$ cat src/ctp_pkg.sv
// Constants, field layout and carrier types for the cascadable timer pair.
// Assumes an APB slave with 32-bit data, one register per aligned word.
package ctp_pkg;

  localparam int unsigned AW = 12;

  // Register indices; byte address is four times the index
  localparam logic [9:0] IDX_CNT_LO  = 10'h106;
  localparam logic [9:0] IDX_HOLD    = 10'h108;
  localparam logic [9:0] IDX_CNT_HI  = 10'h10a;
  localparam logic [9:0] IDX_PER_LO  = 10'h10c;
  localparam logic [9:0] IDX_PER_HI  = 10'h10e;
  localparam logic [9:0] IDX_CTL_LO  = 10'h110;
  localparam logic [9:0] IDX_CTL_HI  = 10'h112;
  localparam logic [9:0] IDX_IRQ_FLG = 10'h114;
  localparam logic [9:0] IDX_IRQ_EN  = 10'h116;

  localparam logic [15:0] PER_RST = 16'hffff;
  localparam logic [15:0] CTL_RST = 16'h0000;
  localparam logic [15:0] CNT_RST = 16'h0000;

  // Control field positions
  localparam int unsigned BIT_ON   = 15;
  localparam int unsigned BIT_IDLE = 13;
  localparam int unsigned BIT_GATE = 6;
  localparam int unsigned BIT_PSC  = 4;
  localparam int unsigned BIT_JOIN = 3;
  localparam int unsigned BIT_CS   = 1;

  // Interrupt flag and enable positions
  localparam int unsigned IRQ_BIT_HI = 7;
  localparam int unsigned IRQ_BIT_LO = 6;

  // Prescaler terminal counts for 1, 8, 64, 256
  localparam logic [7:0] PSC_LAST_1   = 8'h00;
  localparam logic [7:0] PSC_LAST_8   = 8'h07;
  localparam logic [7:0] PSC_LAST_64  = 8'h3f;
  localparam logic [7:0] PSC_LAST_256 = 8'hff;

  typedef struct packed {
    logic       timer_on;
    logic       idle_stop_select;
    logic       gated_accum_enable;
    logic [1:0] prescale_select;
    logic       pair_join_bit;
    logic       clock_source_select;
  } ctp_ctl_t;

  typedef struct packed {
    logic [15:0] hi;
    logic [15:0] lo;
  } ctp_tb_t;

  function automatic ctp_ctl_t ctp_decode(input logic [15:0] w);
    ctp_ctl_t c;
    c.timer_on            = w[BIT_ON];
    c.idle_stop_select    = w[BIT_IDLE];
    c.gated_accum_enable  = w[BIT_GATE];
    c.prescale_select     = w[BIT_PSC+1:BIT_PSC];
    c.pair_join_bit       = w[BIT_JOIN];
    c.clock_source_select = w[BIT_CS];
    return c;
  endfunction : ctp_decode

endpackage : ctp_pkg

$ cat src/ctp_timer_pair.sv
// Pair of 16-bit timers, optionally cascaded into one 32-bit timer.
// Assumes pclk is the instruction-cycle clock and all pins are synchronous.
`timescale 1ns/1ps
`default_nettype none

module ctp_timer_pair #(
  parameter bit HAS_ADC_TRIG = 1'b1,
  parameter bit HAS_TIMEBASE = 1'b1,
  parameter bit HAS_PINS     = 1'b1
) (
  input  wire logic                    pclk,
  input  wire logic                    presetn,
  input  wire logic                    psel,
  input  wire logic                    penable,
  input  wire logic                    pwrite,
  input  wire logic [ctp_pkg::AW-1:0]  paddr,
  input  wire logic [31:0]             pwdata,
  output logic      [31:0]             prdata,
  output logic                         pready,
  output logic                         pslverr,
  input  wire logic                    sleep_mode,
  input  wire logic                    idle_mode,
  input  wire logic                    ext_pin_lo,
  input  wire logic                    ext_pin_hi,
  output logic                         irq_lo,
  output logic                         irq_hi,
  output logic                         adc_trig,
  output ctp_pkg::ctp_tb_t             timebase
);
  import ctp_pkg::*;

  logic [15:0] cnt_lo_q, cnt_lo_d, cnt_hi_q, cnt_hi_d;
  logic [15:0] hold_q, hold_d, per_lo_q, per_lo_d, per_hi_q, per_hi_d;
  logic [15:0] ctl_lo_q, ctl_lo_d, ctl_hi_q, ctl_hi_d;
  logic [7:0]  psc_lo_q, psc_lo_d, psc_hi_q, psc_hi_d;
  logic [1:0]  flag_q, flag_d, ien_q, ien_d, pin_q, pin_d;
  logic        adc_q, adc_d;
  logic [31:0] rdata_q, rdata_d;

  ctp_ctl_t    cl, ch;
  logic        acc, wr_en, rd_en, mapped, join32;
  logic        act_l, act_h, pin_l, pin_h, src_l, src_h;
  logic        tick_l, tick_h, inc_l, inc_h, gfall;
  logic        match32, match_l, match_h;
  logic [31:0] cnt32, per32;

  function automatic logic hit(input logic [AW-1:0] a,
                               input logic [9:0] idx);
    return a == {idx, 2'b00};
  endfunction : hit

  function automatic logic [7:0] psc_last(input logic [1:0] sel);
    unique case (sel)
      2'b00: return PSC_LAST_1;
      2'b01: return PSC_LAST_8;
      2'b10: return PSC_LAST_64;
      2'b11: return PSC_LAST_256;
    endcase
  endfunction : psc_last

  assign acc     = psel & penable;
  assign wr_en   = acc & pwrite;
  assign rd_en   = acc & ~pwrite;
  assign mapped  = hit(paddr, IDX_CNT_LO) | hit(paddr, IDX_HOLD)
                 | hit(paddr, IDX_CNT_HI) | hit(paddr, IDX_PER_LO)
                 | hit(paddr, IDX_PER_HI) | hit(paddr, IDX_CTL_LO)
                 | hit(paddr, IDX_CTL_HI) | hit(paddr, IDX_IRQ_FLG)
                 | hit(paddr, IDX_IRQ_EN);
  assign pready  = 1'b1;
  assign pslverr = acc & ~mapped;
  assign prdata  = rdata_q;

  always_comb begin
    cl     = ctp_decode(ctl_lo_q);
    ch     = ctp_decode({ctl_hi_q[15:4], 1'b0, ctl_hi_q[2:0]});
    join32 = cl.pair_join_bit;
    cnt32  = {cnt_hi_q, cnt_lo_q};
    per32  = {per_hi_q, per_lo_q};
    // Without pins the inputs read low, so pin modes just stall
    pin_l  = HAS_PINS & ext_pin_lo;
    pin_h  = HAS_PINS & ext_pin_hi;
    pin_d  = {pin_h, pin_l};
    act_l  = cl.timer_on & ~sleep_mode
           & ~(idle_mode & cl.idle_stop_select);
    act_h  = ch.timer_on & ~sleep_mode & ~join32
           & ~(idle_mode & ch.idle_stop_select);
    src_l  = cl.clock_source_select ? (pin_l & ~pin_q[0])
           : (cl.gated_accum_enable ? pin_l : 1'b1);
    src_h  = ch.clock_source_select ? (pin_h & ~pin_q[1])
           : (ch.gated_accum_enable ? pin_h : 1'b1);
    tick_l = act_l & src_l;
    tick_h = act_h & src_h;
    inc_l  = tick_l & (psc_lo_q == psc_last(cl.prescale_select));
    inc_h  = tick_h & (psc_hi_q == psc_last(ch.prescale_select));
    // Gate fall stops counting but leaves the count alone
    gfall  = cl.timer_on & ~sleep_mode & cl.gated_accum_enable
           & ~cl.clock_source_select & ~pin_l & pin_q[0];

    psc_lo_d = tick_l ? (inc_l ? 8'h00 : psc_lo_q + 8'h01) : psc_lo_q;
    psc_hi_d = tick_h ? (inc_h ? 8'h00 : psc_hi_q + 8'h01) : psc_hi_q;
    if (!cl.timer_on) psc_lo_d = 8'h00;
    if (!ch.timer_on || join32) psc_hi_d = 8'h00;

    cnt_lo_d = cnt_lo_q;
    cnt_hi_d = cnt_hi_q;
    match32  = 1'b0;
    match_l  = 1'b0;
    match_h  = 1'b0;
    if (join32) begin
      if (inc_l) begin
        match32 = (cnt32 == per32);
        {cnt_hi_d, cnt_lo_d} = match32 ? 32'h0 : cnt32 + 32'h1;
      end
    end else begin
      if (inc_l) begin
        match_l  = (cnt_lo_q == per_lo_q);
        cnt_lo_d = match_l ? CNT_RST : cnt_lo_q + 16'h0001;
      end
      if (inc_h) begin
        match_h  = (cnt_hi_q == per_hi_q);
        cnt_hi_d = match_h ? CNT_RST : cnt_hi_q + 16'h0001;
      end
    end

    hold_d   = hold_q;
    per_lo_d = per_lo_q;
    per_hi_d = per_hi_q;
    ctl_lo_d = ctl_lo_q;
    ctl_hi_d = ctl_hi_q;
    flag_d   = flag_q;
    ien_d    = ien_q;
    if (rd_en && hit(paddr, IDX_CNT_LO)) hold_d = cnt_hi_q;
    if (wr_en) begin
      if (hit(paddr, IDX_CNT_LO)) begin
        cnt_lo_d = pwdata[15:0];
        psc_lo_d = 8'h00;
        if (join32) cnt_hi_d = hold_q;
      end
      if (hit(paddr, IDX_CNT_HI)) begin
        cnt_hi_d = pwdata[15:0];
        psc_hi_d = 8'h00;
        if (join32) psc_lo_d = 8'h00;
      end
      if (hit(paddr, IDX_HOLD))   hold_d   = pwdata[15:0];
      if (hit(paddr, IDX_PER_LO)) per_lo_d = pwdata[15:0];
      if (hit(paddr, IDX_PER_HI)) per_hi_d = pwdata[15:0];
      if (hit(paddr, IDX_CTL_LO)) ctl_lo_d = pwdata[15:0];
      if (hit(paddr, IDX_CTL_HI)) ctl_hi_d = pwdata[15:0] & 16'hfff7;
      if (hit(paddr, IDX_IRQ_FLG))
        flag_d = {pwdata[IRQ_BIT_HI], pwdata[IRQ_BIT_LO]};
      if (hit(paddr, IDX_IRQ_EN))
        ien_d = {pwdata[IRQ_BIT_HI], pwdata[IRQ_BIT_LO]};
    end
    // Hardware set wins over a software clear in the same cycle
    if (match32 || (join32 && gfall) || match_h) flag_d[1] = 1'b1;
    if ((!join32 && gfall) || match_l) flag_d[0] = 1'b1;
    adc_d = HAS_ADC_TRIG & (match32 | match_h);

    rdata_d = rdata_q;
    if (psel && !penable) begin
      rdata_d = 32'h0;
      if (hit(paddr, IDX_CNT_LO))  rdata_d[15:0] = cnt_lo_q;
      if (hit(paddr, IDX_HOLD))    rdata_d[15:0] = hold_q;
      if (hit(paddr, IDX_CNT_HI))  rdata_d[15:0] = cnt_hi_q;
      if (hit(paddr, IDX_PER_LO))  rdata_d[15:0] = per_lo_q;
      if (hit(paddr, IDX_PER_HI))  rdata_d[15:0] = per_hi_q;
      if (hit(paddr, IDX_CTL_LO))  rdata_d[15:0] = ctl_lo_q;
      if (hit(paddr, IDX_CTL_HI))  rdata_d[15:0] = ctl_hi_q;
      if (hit(paddr, IDX_IRQ_FLG)) begin
        rdata_d[IRQ_BIT_HI] = flag_q[1];
        rdata_d[IRQ_BIT_LO] = flag_q[0];
      end
      if (hit(paddr, IDX_IRQ_EN)) begin
        rdata_d[IRQ_BIT_HI] = ien_q[1];
        rdata_d[IRQ_BIT_LO] = ien_q[0];
      end
    end
  end

  always_ff @(posedge pclk or negedge presetn) begin
    if (!presetn) begin
      cnt_lo_q <= CNT_RST;
      cnt_hi_q <= CNT_RST;
      hold_q   <= CNT_RST;
      per_lo_q <= PER_RST;
      per_hi_q <= PER_RST;
      ctl_lo_q <= CTL_RST;
      ctl_hi_q <= CTL_RST;
      psc_lo_q <= 8'h00;
      psc_hi_q <= 8'h00;
      flag_q   <= 2'h0;
      ien_q    <= 2'h0;
      pin_q    <= 2'h0;
      adc_q    <= 1'b0;
      rdata_q  <= 32'h0;
    end else begin
      cnt_lo_q <= cnt_lo_d;
      cnt_hi_q <= cnt_hi_d;
      hold_q   <= hold_d;
      per_lo_q <= per_lo_d;
      per_hi_q <= per_hi_d;
      ctl_lo_q <= ctl_lo_d;
      ctl_hi_q <= ctl_hi_d;
      psc_lo_q <= psc_lo_d;
      psc_hi_q <= psc_hi_d;
      flag_q   <= flag_d;
      ien_q    <= ien_d;
      pin_q    <= pin_d;
      adc_q    <= adc_d;
      rdata_q  <= rdata_d;
    end
  end

  assign irq_hi   = flag_q[1] & ien_q[1];
  assign irq_lo   = flag_q[0] & ien_q[0];
  assign adc_trig = adc_q;
  assign timebase = HAS_TIMEBASE ? ctp_tb_t'({cnt_hi_q, cnt_lo_q})
                                 : ctp_tb_t'(32'h0);

  logic wr_cnt, wr_flg;
  assign wr_cnt = wr_en & (hit(paddr, IDX_CNT_LO) | hit(paddr, IDX_CNT_HI));
  assign wr_flg = wr_en & hit(paddr, IDX_IRQ_FLG);
endmodule : ctp_timer_pair

`default_nettype wire

$ cat config.mk
export PLATFORM = sky130hd
export DESIGN_NAME = ctp_timer_pair
export DESIGN_NICKNAME = d
export VERILOG_FILES = /design/src/ctp_pkg.sv /design/src/ctp_timer_pair.sv
export SDC_FILE = /design/constraint.sdc
export NUM_CORES = 1
export LEC_CHECK = 0
export CAP_MARGIN = 20
export CORE_ASPECT_RATIO = 0.9
export CORE_MARGIN = 2
export CORE_UTILIZATION = 45
export DETAILED_ROUTE_END_ITERATION = 7
export DONT_BUFFER_PORTS = 1
export GPL_ROUTABILITY_DRIVEN = 0
export PLACE_DENSITY = 0.66
export SETUP_SLACK_MARGIN = 0.05
export SKIP_LAST_GASP = 1
export SYNTH_ARGS = -nofsm -noshare
export SYNTH_HDL_FRONTEND = slang
export SYNTH_SLANG_ARGS = --single-unit
export TNS_END_PERCENT = 5
$ cat constraint.sdc
create_clock -name pclk -period 3.1 [get_ports pclk]
set_input_delay 0.31 -clock pclk [delete_from_list [all_inputs] [get_ports pclk]]
set_output_delay 0.31 -clock pclk [all_outputs]
set_load 0.05 [all_outputs]
==> impl_metrics.yaml <==
global_routing:
  grt_start_max_net_pins: 151
  antenna_found_initial: 1
  groute.usage.overall_pct: 30.86
  grt_pass1_vias: 7672
  grt_first_pass_wirelength_um: 49050
  grt_overflow_total: 0
synthesis:
  yosysTopAreaCell: "dfrtp_1"
  synth_seq_cells: 150
  synth_cell_types: 73
  syn_area_mm2: 0.009099
  synth_most_common_cell: "dfrtp_1"
  syn_avg_cell_area_um2: 9.649
  synth_edf_count: 0
  yosys-top-cells-area: "dfrtp_1 32%, dfstp_2 9.2%, mux2_2 8.2%"
  synth-seq-area-share_pct: 41.69
  synth_top_area_share_pct: 32.45
  synth_cells: 943
  synthArstFlopShare_pct: 100.0
  ys_warn_count: 0
  synth-main-ff-cell: "dfrtp_1"
  synth.top_cells.by_count: "118 x dfrtp_1, 74 x nand2_1, 72 x nor2_1"
floorplanning:
  rows: 49
  dieArea_mm2: 0.02137
  die_w_um: 153.9
  ios: 122
  die_y_um: 138.9
  core_area_mm2: 0.01993
  start_util_pct: 45.66
critical_path:
  critPathLaunchType: "register"
  r2r-start: "ctl_lo_q[6]$_DFFE_PN0P_"
  critical_path_arrival_ns: 3.18
  regToRegSetupSlack_ns: 0.27
  critical_path_class: "register to register"
  cp.required_ns: 3.45
  r2r_end: "cnt_hi_q[11]$_DFF_PN0_"
  worstSetupEndpointType: "register"
  path_max_fanout: 8
  reg2reg_depth: 7
layout:
  drive_gt1_share_pct: 23.12
  fin_util_pct: 52.33
  area_growth_pct: 14.60
  nFillCells: 1796
  num-nets-final: 1043
worst_hold_path:
  min_path_type: "input pin to async pin"
flow_run:
  cap_violations: 0
sta:
  setup_slack_ns: 0.2657
  skew_ns: 0.01074
  rsz0062_at_grt: "no"
  period_share_pct: 91.43
  setup_violations: 0
  timing.slew.headroom_pct: 34.41
  final_hold_viol_count: 150
  drv_slew: 0
  tns_ns: 0
  holdWs_ns: -0.4307
  fmax_mhz: 352.8
  min_period_ns: 2.834
  worst_slew_pin_slew_ns: 0.9792
placement:
  portBuffers: 0
  hpwl_um: 22560
  pre_cts_slack_ns: 0.3597
power_and_ir_drop:
  power_density_mw_per_mm2: 412.5
  ir_drop_v: 0.0003793
  p_leak_nw: 4.137
status:
  outcome: "finished, violations left"
  violations: "design-rule violations, negative hold slack"
clocking:
  clk_pin_slew_worst_paths_ns: 0.07
  cts_max_path_buffers: 2
  cts_root_buffer: "clkbuf_16"
  hold_buffers: 17
  clkLatencyLatePin_ns: 0.44
  cts_inserted_buffers: 17
  clkSinkCount: 150
  cts_tree: "built"
  htreeDepth: 4
drt:
  drc: 2
  drt_iter0_drc: 1291
  routed_via_density: 6.563
  firstDrtPassIters: 8
  post_drt_wl_per_cell_um: 26.04
  wl_um: 32690
  vias: 8237
  ant_nets: 0
[cell type report]
cell class / instances / area [um2] / area share [%]
well taps: 255 / 319.1 / 3.060
inverters: 4 / 15.01 / 0.1440
clock inverters: 10 / 97.59 / 0.9359
diodes: 1 / 2.502 / 0.02400
multi-input cells: 723 / 4995 / 47.90
repair buffers: 90 / 730.7 / 7.007
flip-flops and latches: 150 / 3794 / 36.38
clock buffers: 22 / 474.2 / 4.548
[kinds of logic (layout without fill, tap and decap cells)]
group,count (synthesis),count (layout),share of synthesized area (%)
multiplexers,86,86,10.37
AND/OR/NAND/NOR,308,308,17.85
buffers and inverters,85,126,4.359
flip-flops,150,150,41.69
AO/OA/AOI/OAI,229,229,17.49
XOR/XNOR,79,79,7.604
adder cells (fa/ha/maj),4,4,0.5501
other,2,18,0.08254
[metrics by stage]
step	hold WS, ns	total power [W]	instances	instance area, um2
final	-0.4307	0.004302	1255	10430
after global routing	-0.4444	0.004424	1255	10430
after CTS	-0.4424	0.004318	1254	10430
after detailed placement	0.02088	0.002275	1205	9683
after global placement	0.02091	0.002274	1205	9683
after floorplan	0.01441	0.002258	958	9155
[flip-flops by register name, indices dropped and copies added (netlist names)]
name	flops
ctl_hi_q	15
flag_q	2
prdata	16
per_hi_q	16
ien_q	2
ctl_lo_q	16
psc_lo_q	8
adc_trig	1
per_lo_q	16
hold_q	16
cnt_lo_q	16
pin_q	2
cnt_hi_q	16
psc_hi_q	8
[worst max path at each step]
| stage | cells after the start | slack, ns | endpoint | start |
|---|---|---|---|---|
| after detailed placement | 6 | 0.36 | cnt_hi_q[2]$_DFF_PN0_ | ctl_lo_q[5]$_DFFE_PN0P_ |
| after CTS | 6 | 0.34 | cnt_hi_q[2]$_DFF_PN0_ | ctl_lo_q[5]$_DFFE_PN0P_ |
| after global placement | 7 | 0.38 | cnt_hi_q[3]$_DFF_PN0_ | paddr[9] |
| final | 7 | 0.27 | cnt_hi_q[11]$_DFF_PN0_ | ctl_lo_q[6]$_DFFE_PN0P_ |
| after floorplan | 7 | 0.07 | pslverr | paddr[10] |
| after global routing | 8 | 0.20 | cnt_hi_q[11]$_DFF_PN0_ | psc_hi_q[1]$_DFF_PN0_ |
[timing repair]
action                                  in CTS  in global routing
hold endpoints to repair                   170                150
endpoints found under the setup margin       0                  0
gates resized for setup                      0                  0
setup buffers                                0                  0
[worst max-delay path: stages (launching register included)]
cell	delay, ns
dfrtp_1	0.47
nor2b_1	0.36
a2111oi_4	0.09
and4_1	0.36
a31oi_1	0.76
a31oi_1	0.15
or4_1	0.44
o211ai_1	0.11
[power by group]
part           switching [W]  internal, W
sequential          0.000108      0.00199
clock               0.000860      0.00117
combinational       0.000123    0.0000544
total                0.00109      0.00321
[placed cells by master (no fill, tap or decap), types with 17 or more instances in the layout]
cell type,n
a22oi_1,20
xor2_1,24
mux2_2,66
dfrtp_1,118
conb_1,17
nor2_1,72
mux2i_1,20
nor3_1,23
buf_4,72
nand4_1,24
nand3_1,32
nand2_1,74
dlygate4sd3_1,17
clkbuf_16,17
a21oi_1,32
xnor2_1,55
dfstp_2,32
o21ai_0,59
[metal layers]
layer	share of wire (%)	GRT usage (%)
met1	40	42.96
met2	42	43.58
met3	14	11.63
met4	3.9	12.05
met5	0	0
(Power assumes the default switching activity.)
